`config.mk`:
```
export PLATFORM = sky130hd
export DESIGN_NAME = nvm_save_load_regs
export DESIGN_NICKNAME = d
export VERILOG_FILES = /design/src/logic/crc8_step.v /design/src/logic/nvm_save_load_regs.v
export VERILOG_INCLUDE_DIRS = /design/src /design/src/logic
export SDC_FILE = /design/constraint.sdc
export NUM_CORES = 1
export LEC_CHECK = 0
export BUFFER_PORTS_ARGS = -buffer_cell sky130_fd_sc_hd__clkbuf_2
export CORE_MARGIN = 10
export CORE_UTILIZATION = 29
export DETAILED_ROUTE_END_ITERATION = 16
export PLACE_DENSITY = 0.47
export SKIP_CTS_REPAIR_TIMING = 1
export SLEW_MARGIN = 10
export SYNTH_ARGS = -nofsm -noshare
export SYNTH_HDL_FRONTEND = slang
export SYNTH_SLANG_ARGS = --single-unit
```
`constraint.sdc`:
```
create_clock -name clock -period 5.2 [get_ports clock]
set_clock_uncertainty 0.15 [all_clocks]
set_input_delay 0.52 -clock clock [delete_from_list [all_inputs] [get_ports clock]]
set_output_delay 0.52 -clock clock [all_outputs]
set_load 0.1 [all_outputs]
```
`src/logic/nvm_save_load_map.vh`:
```
`ifndef NVM_SAVE_LOAD_MAP_VH
`define NVM_SAVE_LOAD_MAP_VH
// ----------------------------------------------------------------
// command codes
// ----------------------------------------------------------------
`define CMD_WRITE_GUARD 8'h13
`define CMD_SAVE_ALL 8'h15
`define CMD_LOAD_ALL 8'h16
`define CMD_RISE_COMP 8'h1C
`define CMD_FILTER_CFG 8'h1D
`define CMD_GAIN_CTRL 8'h1E
`define CMD_NVM_CONTROL 8'h06
`define CMD_COMM_STATUS 8'h7E
// ----------------------------------------------------------------
// guard values and field positions
// ----------------------------------------------------------------
`define GUARD_BLOCK 8'h00
`define GUARD_ALLOW 8'h63
`define CML_CRC_BIT 4
`define NVC_CRC_PROT_BIT 0
`define GAIN_CTRL_MASK 8'h3F
`define RC_EN_BIT 15
`define RC_DEC_HI 14
`define RC_DEC_LO 9
`define RC_INC_HI 8
`define RC_INC_LO 6
`define RC_CEIL_HI 5
`define RC_CEIL_LO 0
`define FC_TAU_HI 15
`define FC_TAU_LO 14
`define FC_FILT_EN_BIT 13
`define FC_CMP_EN_BIT 12
`define FC_HOLD_HI 11
`define FC_HOLD_LO 6
`define FC_THR_HI 5
`define FC_THR_LO 0
`define GC_TONLY_BIT 5
`define GC_BW_BIT 4
`define GC_GAIN_HI 3
`define GC_GAIN_LO 0
// ----------------------------------------------------------------
// reset values and store layout
// ----------------------------------------------------------------
`define RST_GUARD 8'h00
`define RST_WORD16 16'h0000
`define RST_BYTE 8'h00
`define NVM_WORDS 4
`define NVM_IDX_W 2
`define NVM_CRC_IDX 3
`define NVM_LAST_IDX 2'h2
`define CRC_INIT 8'hFF
`define CRC_POLY 8'h07
`endif

```
`src/logic/crc8_step.v`:
```
`default_nettype none
// one byte of crc-8, msb first
module crc8_step (
	// running value and data in
	input wire [7:0] crcIn,
	input wire [7:0] dataIn,
	// updated value
	output wire [7:0] crcOut
);
	`include "nvm_save_load_map.vh"

	// ----------------------------------------------------------------
	// bitwise fold
	// ----------------------------------------------------------------
	function [7:0] fold;
		input [7:0] c;
		input [7:0] d;
		integer i;
		reg [7:0] v;
		begin
			v = c ^ d;
			for (i = 0; i < 8; i = i + 1)
			begin
				if (v[7])
					v = {v[6:0], 1'b0} ^ `CRC_POLY;
				else
					v = {v[6:0], 1'b0};
			end
			fold = v;
		end
	endfunction

	assign crcOut = fold(crcIn, dataIn);
endmodule // crc8_step
`default_nettype wire

```
`src/logic/nvm_save_load_regs.v`:
```
`default_nettype none
`include "nvm_save_load_map.vh"
// Notes on behaviour
// - write guard 0x00 blocks store writes, 0x63 allows them
// - save command 15h copies page-0 registers and their crc to store
// - save and load commands carry no data byte
// - load command 16h restores page-0 registers and computes crc
// - load crc mismatch sets status bit 4 at 7Eh
// - nvm control bit 0 picks the crc fault action
// - protection bit 1 stops power on crc fault, 0 keeps running
// - after reset the same load runs automatically
// - load is ignored while output power is on
// - rise compensation bit 15 enables upward-transition compensation
// - bits 14:9 give decay step interval, 50 ns units
// - bits 8:6 give reference steps per compensation increment
// - bits 5:0 cap the compensation, 6.25 mV units
// - filter bits 15:14 select reference filter time constant
// - filter bit 13 enables reference output filter
// - filter bit 12 enables reference versus filtered comparator
// - filter bits 11:6 give hold time, 50 ns units
// - filter bits 5:0 fall threshold, only with filter enabled
// - gain bit 5 enables transient-only load-line mode
// - gain bit 4 selects loop bandwidth, only in transient mode
// - gain bits 3:0 select load-line ratio
module nvm_save_load_regs (
	// clock and reset
	input wire clock,
	input wire rstn,
	// command port from the bus engine
	input wire cmdWrite,
	input wire cmdRead,
	input wire [7:0] cmdCode,
	input wire cmdHasData,
	input wire [15:0] cmdData,
	// status of the power stage
	input wire powerOnPin,
	// read answer
	output reg [15:0] readData,
	output reg readValid,
	output reg busy,
	// settings to the control loops
	output reg slopeCompEnable,
	output reg [5:0] slopeCompDecayInterval,
	output reg [2:0] slopeCompRiseStepCount,
	output reg [5:0] slopeCompCeiling,
	output reg [1:0] refFilterTauSelect,
	output reg refFilterEnable,
	output reg refCompareEnable,
	output reg [5:0] slopeCompHoldTime,
	output reg [5:0] slopeCompFallThreshold,
	output reg [5:0] fallThresholdActive,
	output reg transientOnlyLoadlineEnable,
	output reg transientLoadlineBandwidth,
	output reg transientBandwidthActive,
	output reg [3:0] loadlineGainSelect,
	// fault handling
	output reg crcFault,
	output reg shutdownReq
);
	// ----------------------------------------------------------------
	// state and storage
	// ----------------------------------------------------------------
	// sequencer states
	localparam ST_IDLE = 2'b00;
	localparam ST_SAVE = 2'b01;
	localparam ST_LOAD = 2'b10;
	localparam ST_CHECK = 2'b11;
	// last page-0 word before the crc slot
	localparam [1:0] LAST_WORD = `NVM_LAST_IDX;

	reg [1:0] state_reg;
	reg [1:0] idx_reg;
	reg [7:0] crc_reg;
	reg [7:0] guard_reg;
	reg [15:0] riseComp_reg;
	reg [15:0] filterCfg_reg;
	reg [7:0] gainCtrl_reg;
	reg [7:0] nvmControl_reg;
	reg [7:0] commStatus_reg;
	// nvm image: page-0 words, then the crc
	reg [15:0] store [0:`NVM_WORDS-1];
	reg powerSync1_reg;
	reg powerSync2_reg;
	wire [7:0] crcA;
	wire [7:0] crcB;
	reg [15:0] curWord;
	reg [15:0] curReg;

	// ----------------------------------------------------------------
	// crc over a 16-bit word, high byte first
	// ----------------------------------------------------------------
	// two byte steps in series give one word per clock
	crc8_step crcHigh (
		.crcIn(crc_reg),
		.dataIn(curWord[15:8]),
		.crcOut(crcA)
	);
	crc8_step crcLow (
		.crcIn(crcA),
		.dataIn(curWord[7:0]),
		.crcOut(crcB)
	);

	// data-free command of one code: save and load carry no byte
	function bareCommand;
		input w;
		input hasData;
		input [7:0] code;
		input [7:0] want;
		begin
			bareCommand = w && !hasData && (code == want);
		end
	endfunction

	// word of the page-0 set at an index
	function [15:0] pageWord;
		input [1:0] i;
		input [15:0] a;
		input [15:0] b;
		input [7:0] c;
		begin
			case (i)
				2'b00: pageWord = a;
				2'b01: pageWord = b;
				default: pageWord = {8'h00, c};
			endcase
		end
	endfunction

	// saving hashes live registers, loading hashes the store
	always @*
	begin
		curReg = pageWord(idx_reg, riseComp_reg, filterCfg_reg,
			gainCtrl_reg);
		if (state_reg == ST_SAVE)
			curWord = curReg;
		else
			curWord = store[idx_reg];
	end

	// ----------------------------------------------------------------
	// power-on pin synchroniser
	// ----------------------------------------------------------------
	always @(posedge clock)
	begin
		if (!rstn)
		begin
			powerSync1_reg <= 1'b0;
			powerSync2_reg <= 1'b0;
		end
		else
		begin
			// only the second stage is read by logic
			powerSync1_reg <= powerOnPin;
			powerSync2_reg <= powerSync1_reg;
		end
	end

	// ----------------------------------------------------------------
	// register writes, save and load sequencer
	// ----------------------------------------------------------------
	// store is not reset: it models non-volatile content
	always @(posedge clock)
	begin
		if (state_reg == ST_SAVE)
		begin
			store[idx_reg] <= curReg;
			if (idx_reg == LAST_WORD)
				store[`NVM_CRC_IDX] <= {8'h00, crcB};
		end
	end

	always @(posedge clock)
	begin
		if (!rstn)
		begin
			state_reg <= ST_LOAD;
			idx_reg <= 2'b00;
			crc_reg <= `CRC_INIT;
			guard_reg <= `RST_GUARD;
			riseComp_reg <= `RST_WORD16;
			filterCfg_reg <= `RST_WORD16;
			gainCtrl_reg <= `RST_BYTE;
			nvmControl_reg <= `RST_BYTE;
			commStatus_reg <= `RST_BYTE;
		end
		else
		begin
			case (state_reg)
				ST_IDLE:
				begin
					// idle rearms the walk for the next command
					idx_reg <= 2'b00;
					crc_reg <= `CRC_INIT;
					// save only through an open guard, no data byte
					if (bareCommand(cmdWrite, cmdHasData, cmdCode,
						`CMD_SAVE_ALL) && guard_reg == `GUARD_ALLOW)
						state_reg <= ST_SAVE;
					// load refused while the output delivers power
					if (bareCommand(cmdWrite, cmdHasData, cmdCode,
						`CMD_LOAD_ALL) && !powerSync2_reg)
						state_reg <= ST_LOAD;
					if (cmdWrite && cmdHasData)
					begin
						case (cmdCode)
							`CMD_WRITE_GUARD: guard_reg <= cmdData[7:0];
							`CMD_RISE_COMP: riseComp_reg <= cmdData;
							`CMD_FILTER_CFG: filterCfg_reg <= cmdData;
							`CMD_GAIN_CTRL:
								gainCtrl_reg <= cmdData[7:0]
									& `GAIN_CTRL_MASK;
							`CMD_NVM_CONTROL: nvmControl_reg <= cmdData[7:0];
							// write of ones clears status bits
							`CMD_COMM_STATUS:
								commStatus_reg <= commStatus_reg
									& ~cmdData[7:0];
							default: ;
						endcase
					end
				end
				// crc runs alongside the copy, stored with the last word
				ST_SAVE:
				begin
					crc_reg <= crcB;
					idx_reg <= idx_reg + 2'b01;
					if (idx_reg == LAST_WORD)
						state_reg <= ST_IDLE;
				end
				// same crc walk as save, so like is compared with like
				ST_LOAD:
				begin
					crc_reg <= crcB;
					idx_reg <= idx_reg + 2'b01;
					case (idx_reg)
						2'b00: riseComp_reg <= store[idx_reg];
						2'b01: filterCfg_reg <= store[idx_reg];
						default:
							gainCtrl_reg <= store[idx_reg][7:0]
								& `GAIN_CTRL_MASK;
					endcase
					if (idx_reg == LAST_WORD)
						state_reg <= ST_CHECK;
				end
				// a mismatch only flags; the stop decision sits downstream
				ST_CHECK:
				begin
					if (crc_reg != store[`NVM_CRC_IDX][7:0])
						commStatus_reg[`CML_CRC_BIT] <= 1'b1;
					state_reg <= ST_IDLE;
				end
				default: state_reg <= ST_IDLE;
			endcase
		end
	end

	// ----------------------------------------------------------------
	// read port
	// ----------------------------------------------------------------
	always @(posedge clock)
	begin
		if (!rstn)
		begin
			readData <= `RST_WORD16;
			readValid <= 1'b0;
		end
		else
		begin
			// unmapped codes read zero; reads still work while busy
			readValid <= cmdRead;
			case (cmdCode)
				`CMD_WRITE_GUARD: readData <= {8'h00, guard_reg};
				`CMD_RISE_COMP: readData <= riseComp_reg;
				`CMD_FILTER_CFG: readData <= filterCfg_reg;
				`CMD_GAIN_CTRL: readData <= {8'h00, gainCtrl_reg};
				`CMD_NVM_CONTROL: readData <= {8'h00, nvmControl_reg};
				`CMD_COMM_STATUS: readData <= {8'h00, commStatus_reg};
				default: readData <= `RST_WORD16;
			endcase
		end
	end

	// ----------------------------------------------------------------
	// setting outputs, registered from the bank
	// ----------------------------------------------------------------
	always @(posedge clock)
	begin
		if (!rstn)
		begin
			busy <= 1'b1;
			slopeCompEnable <= 1'b0;
			slopeCompDecayInterval <= 6'h00;
			slopeCompRiseStepCount <= 3'h0;
			slopeCompCeiling <= 6'h00;
			refFilterTauSelect <= 2'h0;
			refFilterEnable <= 1'b0;
			refCompareEnable <= 1'b0;
			slopeCompHoldTime <= 6'h00;
			slopeCompFallThreshold <= 6'h00;
			fallThresholdActive <= 6'h00;
			transientOnlyLoadlineEnable <= 1'b0;
			transientLoadlineBandwidth <= 1'b0;
			transientBandwidthActive <= 1'b0;
			loadlineGainSelect <= 4'h0;
			crcFault <= 1'b0;
			shutdownReq <= 1'b0;
		end
		else
		begin
			// outputs trail the bank by one edge, straight from flops
			busy <= (state_reg != ST_IDLE);
			slopeCompEnable <= riseComp_reg[`RC_EN_BIT];
			slopeCompDecayInterval <=
				riseComp_reg[`RC_DEC_HI:`RC_DEC_LO];
			slopeCompRiseStepCount <=
				riseComp_reg[`RC_INC_HI:`RC_INC_LO];
			slopeCompCeiling <=
				riseComp_reg[`RC_CEIL_HI:`RC_CEIL_LO];
			refFilterTauSelect <=
				filterCfg_reg[`FC_TAU_HI:`FC_TAU_LO];
			refFilterEnable <= filterCfg_reg[`FC_FILT_EN_BIT];
			refCompareEnable <= filterCfg_reg[`FC_CMP_EN_BIT];
			slopeCompHoldTime <=
				filterCfg_reg[`FC_HOLD_HI:`FC_HOLD_LO];
			slopeCompFallThreshold <= filterCfg_reg[`FC_THR_HI:`FC_THR_LO];
			// threshold gated off when filter disabled
			fallThresholdActive <= filterCfg_reg[`FC_FILT_EN_BIT]
				? filterCfg_reg[`FC_THR_HI:`FC_THR_LO] : 6'h00;
			transientOnlyLoadlineEnable <=
				gainCtrl_reg[`GC_TONLY_BIT];
			transientLoadlineBandwidth <= gainCtrl_reg[`GC_BW_BIT];
			// bandwidth only counts in transient-only mode
			transientBandwidthActive <= gainCtrl_reg[`GC_TONLY_BIT]
				& gainCtrl_reg[`GC_BW_BIT];
			loadlineGainSelect <=
				gainCtrl_reg[`GC_GAIN_HI:`GC_GAIN_LO];
			crcFault <= commStatus_reg[`CML_CRC_BIT];
			// shutdown only when protection is on
			shutdownReq <= commStatus_reg[`CML_CRC_BIT]
				& nvmControl_reg[`NVC_CRC_PROT_BIT];
		end
	end
endmodule // nvm_save_load_regs
`default_nettype wire

```
==> flow_summary.yaml, run 1 <==
logic_synthesis:
  postSynthNetCount: 828
  async_flop_share: 0
  yosysSeqAreaShare: 0.525
  synth_edf_count: 56
  avgSynthCellArea_sq_um: 11.4
  synth.distinct_cells: 51
  yosys_warnings: 0
  ys_dominant_reg_cell: "dfxtp_1"
  synth_seq_cells: 207
  synthCells: 789
  netlist_area_sq_um: 8970
grt:
  grt_pass1_vias: 6269
  grt.overflow.total: 0
  grt_max_degree: 91
  grt_pass1_wl_microns: 38700
  antenna_found_initial: 0
  grt.total_usage: 0.127
floorplanning:
  die_h_microns: 196
  pin_count: 95
  dieWidth_microns: 196
  std_cell_rows: 64
  dieArea_sq_um: 38400
  fp.coreArea_sq_um: 30600
  initial_utilization: 0.293
sta:
  relSlewSlack: 0.286
  hold_viol_final: 0
  min_period_ns: 3.67
  setup_viol_count_final: 0
  maxSlewViolCount: 0
  holdWs_ns: 0.0684
  rsz0062_at_grt: "no"
  fin_setup_tns_ns: 0
  fin_crit_sh: 0.706
  fmax_mhz: 272
  tightest_slew_ns: 1.07
routing:
  drtPass1Iterations: 5
  final_antenna_net_count: 0
  wl_per_cell_microns: 19.5
  routed_wl_microns: 25100
  avgViaCountPerCell: 4.70
  drc: 0
  drt_iter0_drc: 399
  routed-via-count: 6040
worst_hold_path:
  whs_path_depth: 2
  hp-start: "cmdRead"
  hold_path_class: "in -> reg"
  min_to: "readValid"
setup_path:
  worstPathRequired_ns: 5.30
  rrSetupSlack_ns: 1.53
  worst_ep_arrival_time_ns: 3.77
  rr_worst_depth: 8
  reg2reg_to: "store[3][2]"
  crit_fanout: 10
  cp-start-kind: "flop"
  endpoint_kind: "flop"
  critPathKind: "reg -> reg"
placed_design:
  globalplace.congestion: 0.863
  port_buffers: 94
  hpwl_microns: 18100
clock_tree:
  clk_latency_ns: 0.51
  cts_buffers: 24
  clk_pin_slew_ns: 0.06
  cts_htree_levels: 1
  clock_sinks: 207
  cts_max_path_buffers: 3
  cts_tree: "done"
  root_buffer: "clkbuf_16"
power:
  ir_drop_mv: 0.310
  power_density_nw_per_um2: 731
  leakage_uw: 0.00435
layout:
  diodes: 0
  nFillCells: 3104
  final_layout_size_suffix_gt1_frac: 0.181
  syn2layout_area_growth_pct: 18.0
  nNetsFinal: 912
  top_register: "store"
  largest_register_ffs: 64
  post-route-util: 0.346
run_status:
  status: "completed"
flow_run:
  maxCapViolCount: 0
-- synthesized netlist by cell type, types with 8 or more instances --
library cell,n,area (sq um)
xnor2_1,32,280
ha_1,9,113
and2_1,55,344
a21boi_0,9,67.6
mux4_2,10,225
o211a_1,9,90.1
and3_1,9,56.3
a22o_1,12,105
inv_1,14,52.6
a22oi_1,19,143
a21oi_1,37,185
clkbuf_1,31,116
xor2_1,19,166
nor2_1,43,161
mux2_2,8,90.1
dfxtp_1,151,3020
mux2i_1,76,761
nor2b_1,42,263
nand2b_1,9,56.3
nand2_1,46,173
edfxtp_1,56,1680
o21ai_0,15,75.1
-- critical path: stages, from the launching register on --
cell and delay [ns]:
dfxtp_1 0.80, buf_4 0.34, mux4_2 0.59, mux2i_1 0.19, xnor2_1 0.10, xnor2_1 0.35
xor3_2 0.56, xnor2_1 0.23, o22ai_1 0.11
-- cell families (layout without fill, tap and decap cells) --
family,count (synthesis),after routing,synth area share
AND/OR/NAND/NOR,229,229,0.136
flip-flops,207,207,0.525
AO/OA/AOI/OAI,125,125,0.0939
multiplexers,98,98,0.132
buffers and inverters,61,162,0.0294
XOR/XNOR,60,60,0.0720
adder cells (fa/ha/maj),9,9,0.0126
-- per-stage QoR --
step	std cells	worst slack (ns)	total power, uW	instance area (sq um)
4_1_cts	1286	1.45	7800	10600
2_1_floorplan	789	2.24	5240	8970
3_5_place_dp	1243	1.47	6110	9810
5_1_grt	1286	1.27	8220	10600
3_3_place_gp	1243	1.50	6130	9810
6_report	1286	1.53	7740	10600
-- worst max-delay path by stage --
stage / startpoint / depth (start not counted) / to
after floorplan: idx_reg[0] / 11 / store[3][2]
after global placement: flop / 8 / store[3][2]
after detailed placement: flop / 8 / store[3][2]
after CTS: flop / 8 / store[3][2]
after global routing: flop / 9 / store[3][7]
final: flop / 8 / store[3][2]
-- area by class of cell --
class / count / area [sq um] / share of cell area
sequential: 207 / 4700 / 0.445
multi-input combinational: 521 / 4010 / 0.379
clock inverter: 6 / 81.3 / 0.00769
inverter: 15 / 56.3 / 0.00532
clock buffer: 37 / 691 / 0.0653
timing repair buffer: 104 / 548 / 0.0518
tap: 396 / 495 / 0.0468
-- routing by layer --
metal	wire length, microns	GRT usage	part of all wire
met5	0	0	0
met4	374	0.0291	0.015
met3	1200	0.0237	0.048
met2	12000	0.213	0.48
met1	11500	0.165	0.46
-- cells in the final DEF (no fill, tap or decap), types with 14 or more instances in the layout --
| cell | instances |
|---|---|
| clkbuf_16 | 25 |
| a22oi_1 | 19 |
| xnor2_1 | 32 |
| clkbuf_2 | 93 |
| inv_1 | 14 |
| and2_1 | 55 |
| dfxtp_1 | 151 |
| nor2_1 | 43 |
| nor2b_1 | 42 |
| o21ai_0 | 15 |
| mux2i_1 | 76 |
| xor2_1 | 19 |
| nand2_1 | 46 |
| a21oi_1 | 37 |
| edfxtp_1 | 56 |
-- where the power goes --
part / switching, uW / internal [uW] / total, uW / leakage [uW]
Clock: 641 / 1010 / 1650 / 0.000372
Sequential: 310 / 2010 / 2320 / 0.00176
Combinational: 2180 / 1580 / 3770 / 0.00221
No activity file was read; power rests on OpenSTA's default activity.
==> run 2, diff against run 1 <==
Settings changed: ABC_AREA from default to 1, PLACE_DENSITY 0.47 to 0.49.
Clock period 5.2 ns to 3.3 ns, I/O delays scaled along.
==> run 2 against run 1 <==
  * The run now ends with negative hold slack left
  * Final area grew 6.4%
  * Sequential power grew 44%
  * Routed wire length is 15% higher
  * Critical endpoint is now store[3][4]
  * Area after synthesis grew 3.7%
  * Global-route usage rose by 1.4 points
  * Synthesized cell count rose by 50%
  * Utilization rose by 1.0 points
  * Power up 59%
  * Register-to-register slack got worse by 1.2 ns
==> flow_summary.yaml, run 2 <==
setup_path:
  cp_cell_sequence: "inv_1, ha_2, inv_4, buf_4, o21ai_4, inv_2, nand2_1, nand3_1, nand2_1, nand2_1, nand3b_1, nand2_2, inv_2, nand3_1, nand2_1, nand2_1, nand3b_1, nand2_1, nand2_1, o21ai_1"
  cp-start-kind: "flop"
  worst_ep_arrival_time_ns: 3.08
  endpoint_kind: "flop"
  worstPathRequired_ns: 3.40
  crit_fanout: 12
  path_buf_inv: 5
  critPathKind: "reg -> reg"
  cpPeakStageDelay_ns: 0.35
  cp_common_cell: "nand2_1"
  cp_top_family: "simple AND/OR/NAND/NOR gates"
  slowest_stage: "dfxtp_1"
clock_tree:
  clock_sinks: 207
  clk_latency_ns: 0.52
  root_buffer: "clkbuf_16"
  cts_max_path_buffers: 3
  cts_htree_levels: 1
  clk_pin_slew_ns: 0.06
  cts_tree: "done"
  cts_buffers: 24
floorplanning:
  std_cell_rows: 65
  fp.coreArea_sq_um: 31600
  dieArea_sq_um: 39600
  pin_count: 95
  die_h_microns: 199
  initial_utilization: 0.294
  dieWidth_microns: 199
grt:
  grt.overflow.total: 0
  antenna_found_initial: 0
  grt_pass1_vias: 7789
  grt.total_usage: 0.141
  grt-busiest-layer: "met2"
  grt_use_met1: 0.187
  grt_util_met3: 0.0252
  grt_pass1_wl_microns: 44100
  grt_max_degree: 41
  grt_use_met2: 0.232
layout:
  nNetsFinal: 1337
  diodes: 0
  post-route-util: 0.356
  layout_commonest_cell: "nand2_1"
  largest_register_ffs: 64
  layout_common_cells: "324 x nand2_1, 152 x inv_1, 151 x dfxtp_1, 93 x clkbuf_2, 92 x o21ai_0"
  syn2layout_area_growth_pct: 21.1
  final_layout_size_suffix_gt1_frac: 0.176
  top_register: "store"
logic_synthesis:
  synth_seq_cells: 207
  synth_most_common_cell: "nand2_1"
  netlist_area_sq_um: 9300
  synth_top_cell_by_area: "dfxtp_1"
  synthCells: 1182
  synth_top_area_frac: 0.325
  yosysSeqAreaShare: 0.506
  ys_dominant_reg_cell: "dfxtp_1"
  postSynthNetCount: 1221
  synthTopCellsByCount: "324 x nand2_1, 153 x inv_1, 151 x dfxtp_1, 95 x o21ai_0, 87 x nand3_1"
  yosys_warnings: 0
  synth.distinct_cells: 45
  synth_area_leaders: "dfxtp_1 33%, edfxtp_1 18%, nand2_1 13%"
  async_flop_share: 0
  synth_edf_count: 56
  avgSynthCellArea_sq_um: 7.87
routing:
  drc: 0
  routed-via-count: 8095
  drtPass1Iterations: 5
  final_antenna_net_count: 0
  wl_per_cell_microns: 16.8
  avgViaCountPerCell: 4.71
  drt_iter0_drc: 439
  routed_wl_microns: 28800
sta:
  setup_viol_count_final: 0
  fin_setup_tns_ns: 0
  tightest_slew_ns: 0.824
  rsz0062_at_grt: "no"
  relSlewSlack: 0.447
  maxSlewViolCount: 0
  holdWs_ns: -0.0156
  min_period_ns: 2.98
  hold_viol_final: 2
  fin_crit_sh: 0.902
  fmax_mhz: 336
power:
  p_switching_uw: 5850
  p_clk_frac: 0.221
  p_int_uw: 6450
  seq_power_share: 0.272
  swShare: 0.475
  leakage_uw: 0.00506
  p_comb_frac: 0.507
  ir_drop_mv: 0.418
  power_density_nw_per_um2: 1090
worst_hold_path:
  hold_path_class: "in -> reg"
placed_design:
  hpwl_microns: 21500
  port_buffers: 94
  globalplace.congestion: 0.862
run_status:
  violations: "negative hold slack"
  status: "finished, violations left"
flow_run:
  maxCapViolCount: 0
-- run 2: cell types whose count changed in the layout (fill, tap and decap cells not counted), moves of 26 or more --
cell     delta
buf_4      +26
and2_1     -55
nand3_1    +80
nor2b_1    -42
nand2_1   +278
inv_1     +138
mux2i_1    -76
o21ai_0    +77
a21oi_1    +43
xnor2_1    -29
-- run 2: worst register-to-register path: stages, from the launching register on --
cell	delay, ns
dfxtp_1	0.35
inv_1	0.10
ha_2	0.27
inv_4	0.13
buf_4	0.19
o21ai_4	0.23
inv_2	0.06
nand2_1	0.08
nand3_1	0.08
nand2_1	0.12
nand2_1	0.09
nand3b_1	0.10
nand2_2	0.10
inv_2	0.08
nand3_1	0.08
nand2_1	0.13
nand2_1	0.08
nand3b_1	0.11
nand2_1	0.07
nand2_1	0.05
o21ai_1	0.08
-- run 2: stage by stage --
| step | std cells | setup WS (ns) | area, sq um | total power [uW] |
|---|---|---|---|---|
| 6_report | 1718 | 0.323 | 11300 | 12300 |
| 5_1_grt | 1718 | 0.00390 | 11300 | 13300 |
| 4_1_cts | 1709 | 0.0483 | 11100 | 12300 |
| 3_5_place_dp | 1665 | 0.0774 | 10300 | 9540 |
| 3_3_place_gp | 1665 | 0.144 | 10300 | 9530 |
| 2_1_floorplan | 1182 | 0.776 | 9300 | 8000 |
-- run 2: path summary, 6_finish.rpt --
check,startpoint,cells past startpoint,slack [ns],endpoint
worst max register to register,idx_reg[0],20,0.32,store[3][4]
worst min-delay path,cmdData[4],3,-0.02,nvmControl_reg[4]
worst min register to register,powerSync1_reg,2,0.26,powerSync2_reg
worst max-delay path,idx_reg[0],20,0.32,store[3][4]
-- run 2: cells by family after synthesis --
logic type | Yosys count | synth area share
adder cells (fa/ha/maj) | 9 | 0.0121
XOR/XNOR | 9 | 0.0101
buffers and inverters | 218 | 0.0932
AND/OR/NAND/NOR | 486 | 0.222
flip-flops | 207 | 0.506
AO/OA/AOI/OAI | 253 | 0.157
-- run 2: routing by layer --
| metal | up-vias | share of wire | wire (microns) |
|---|---|---|---|
| met3 | 29 | 0.068 | 1970 |
| li1 | 4101 | - | - |
| met2 | 210 | 0.46 | 13300 |
| met1 | 3755 | 0.45 | 13100 |
| met5 | - | 0 | 0 |
| met4 | 0 | 0.014 | 403 |
-- run 2: final cells by class --
type                    instances  area (sq um)
inverters                     168           637
fillers                      3338         20400
clock inverters                10          80.1
repair buffers                140           838
flip-flops and latches        207          4700
multi-input cells             757          3760
well taps                     402           503
clock buffers                  34           742
-- run 2: power by group through the flow --
stage,registers (uW),clock network (uW),logic (uW)
floorplan,4140,0,3860
global placement,3390,0,6140
detailed placement,3400,0,6140
CTS,3340,2790,6160
global route,3390,2880,6990
finish,3340,2720,6240
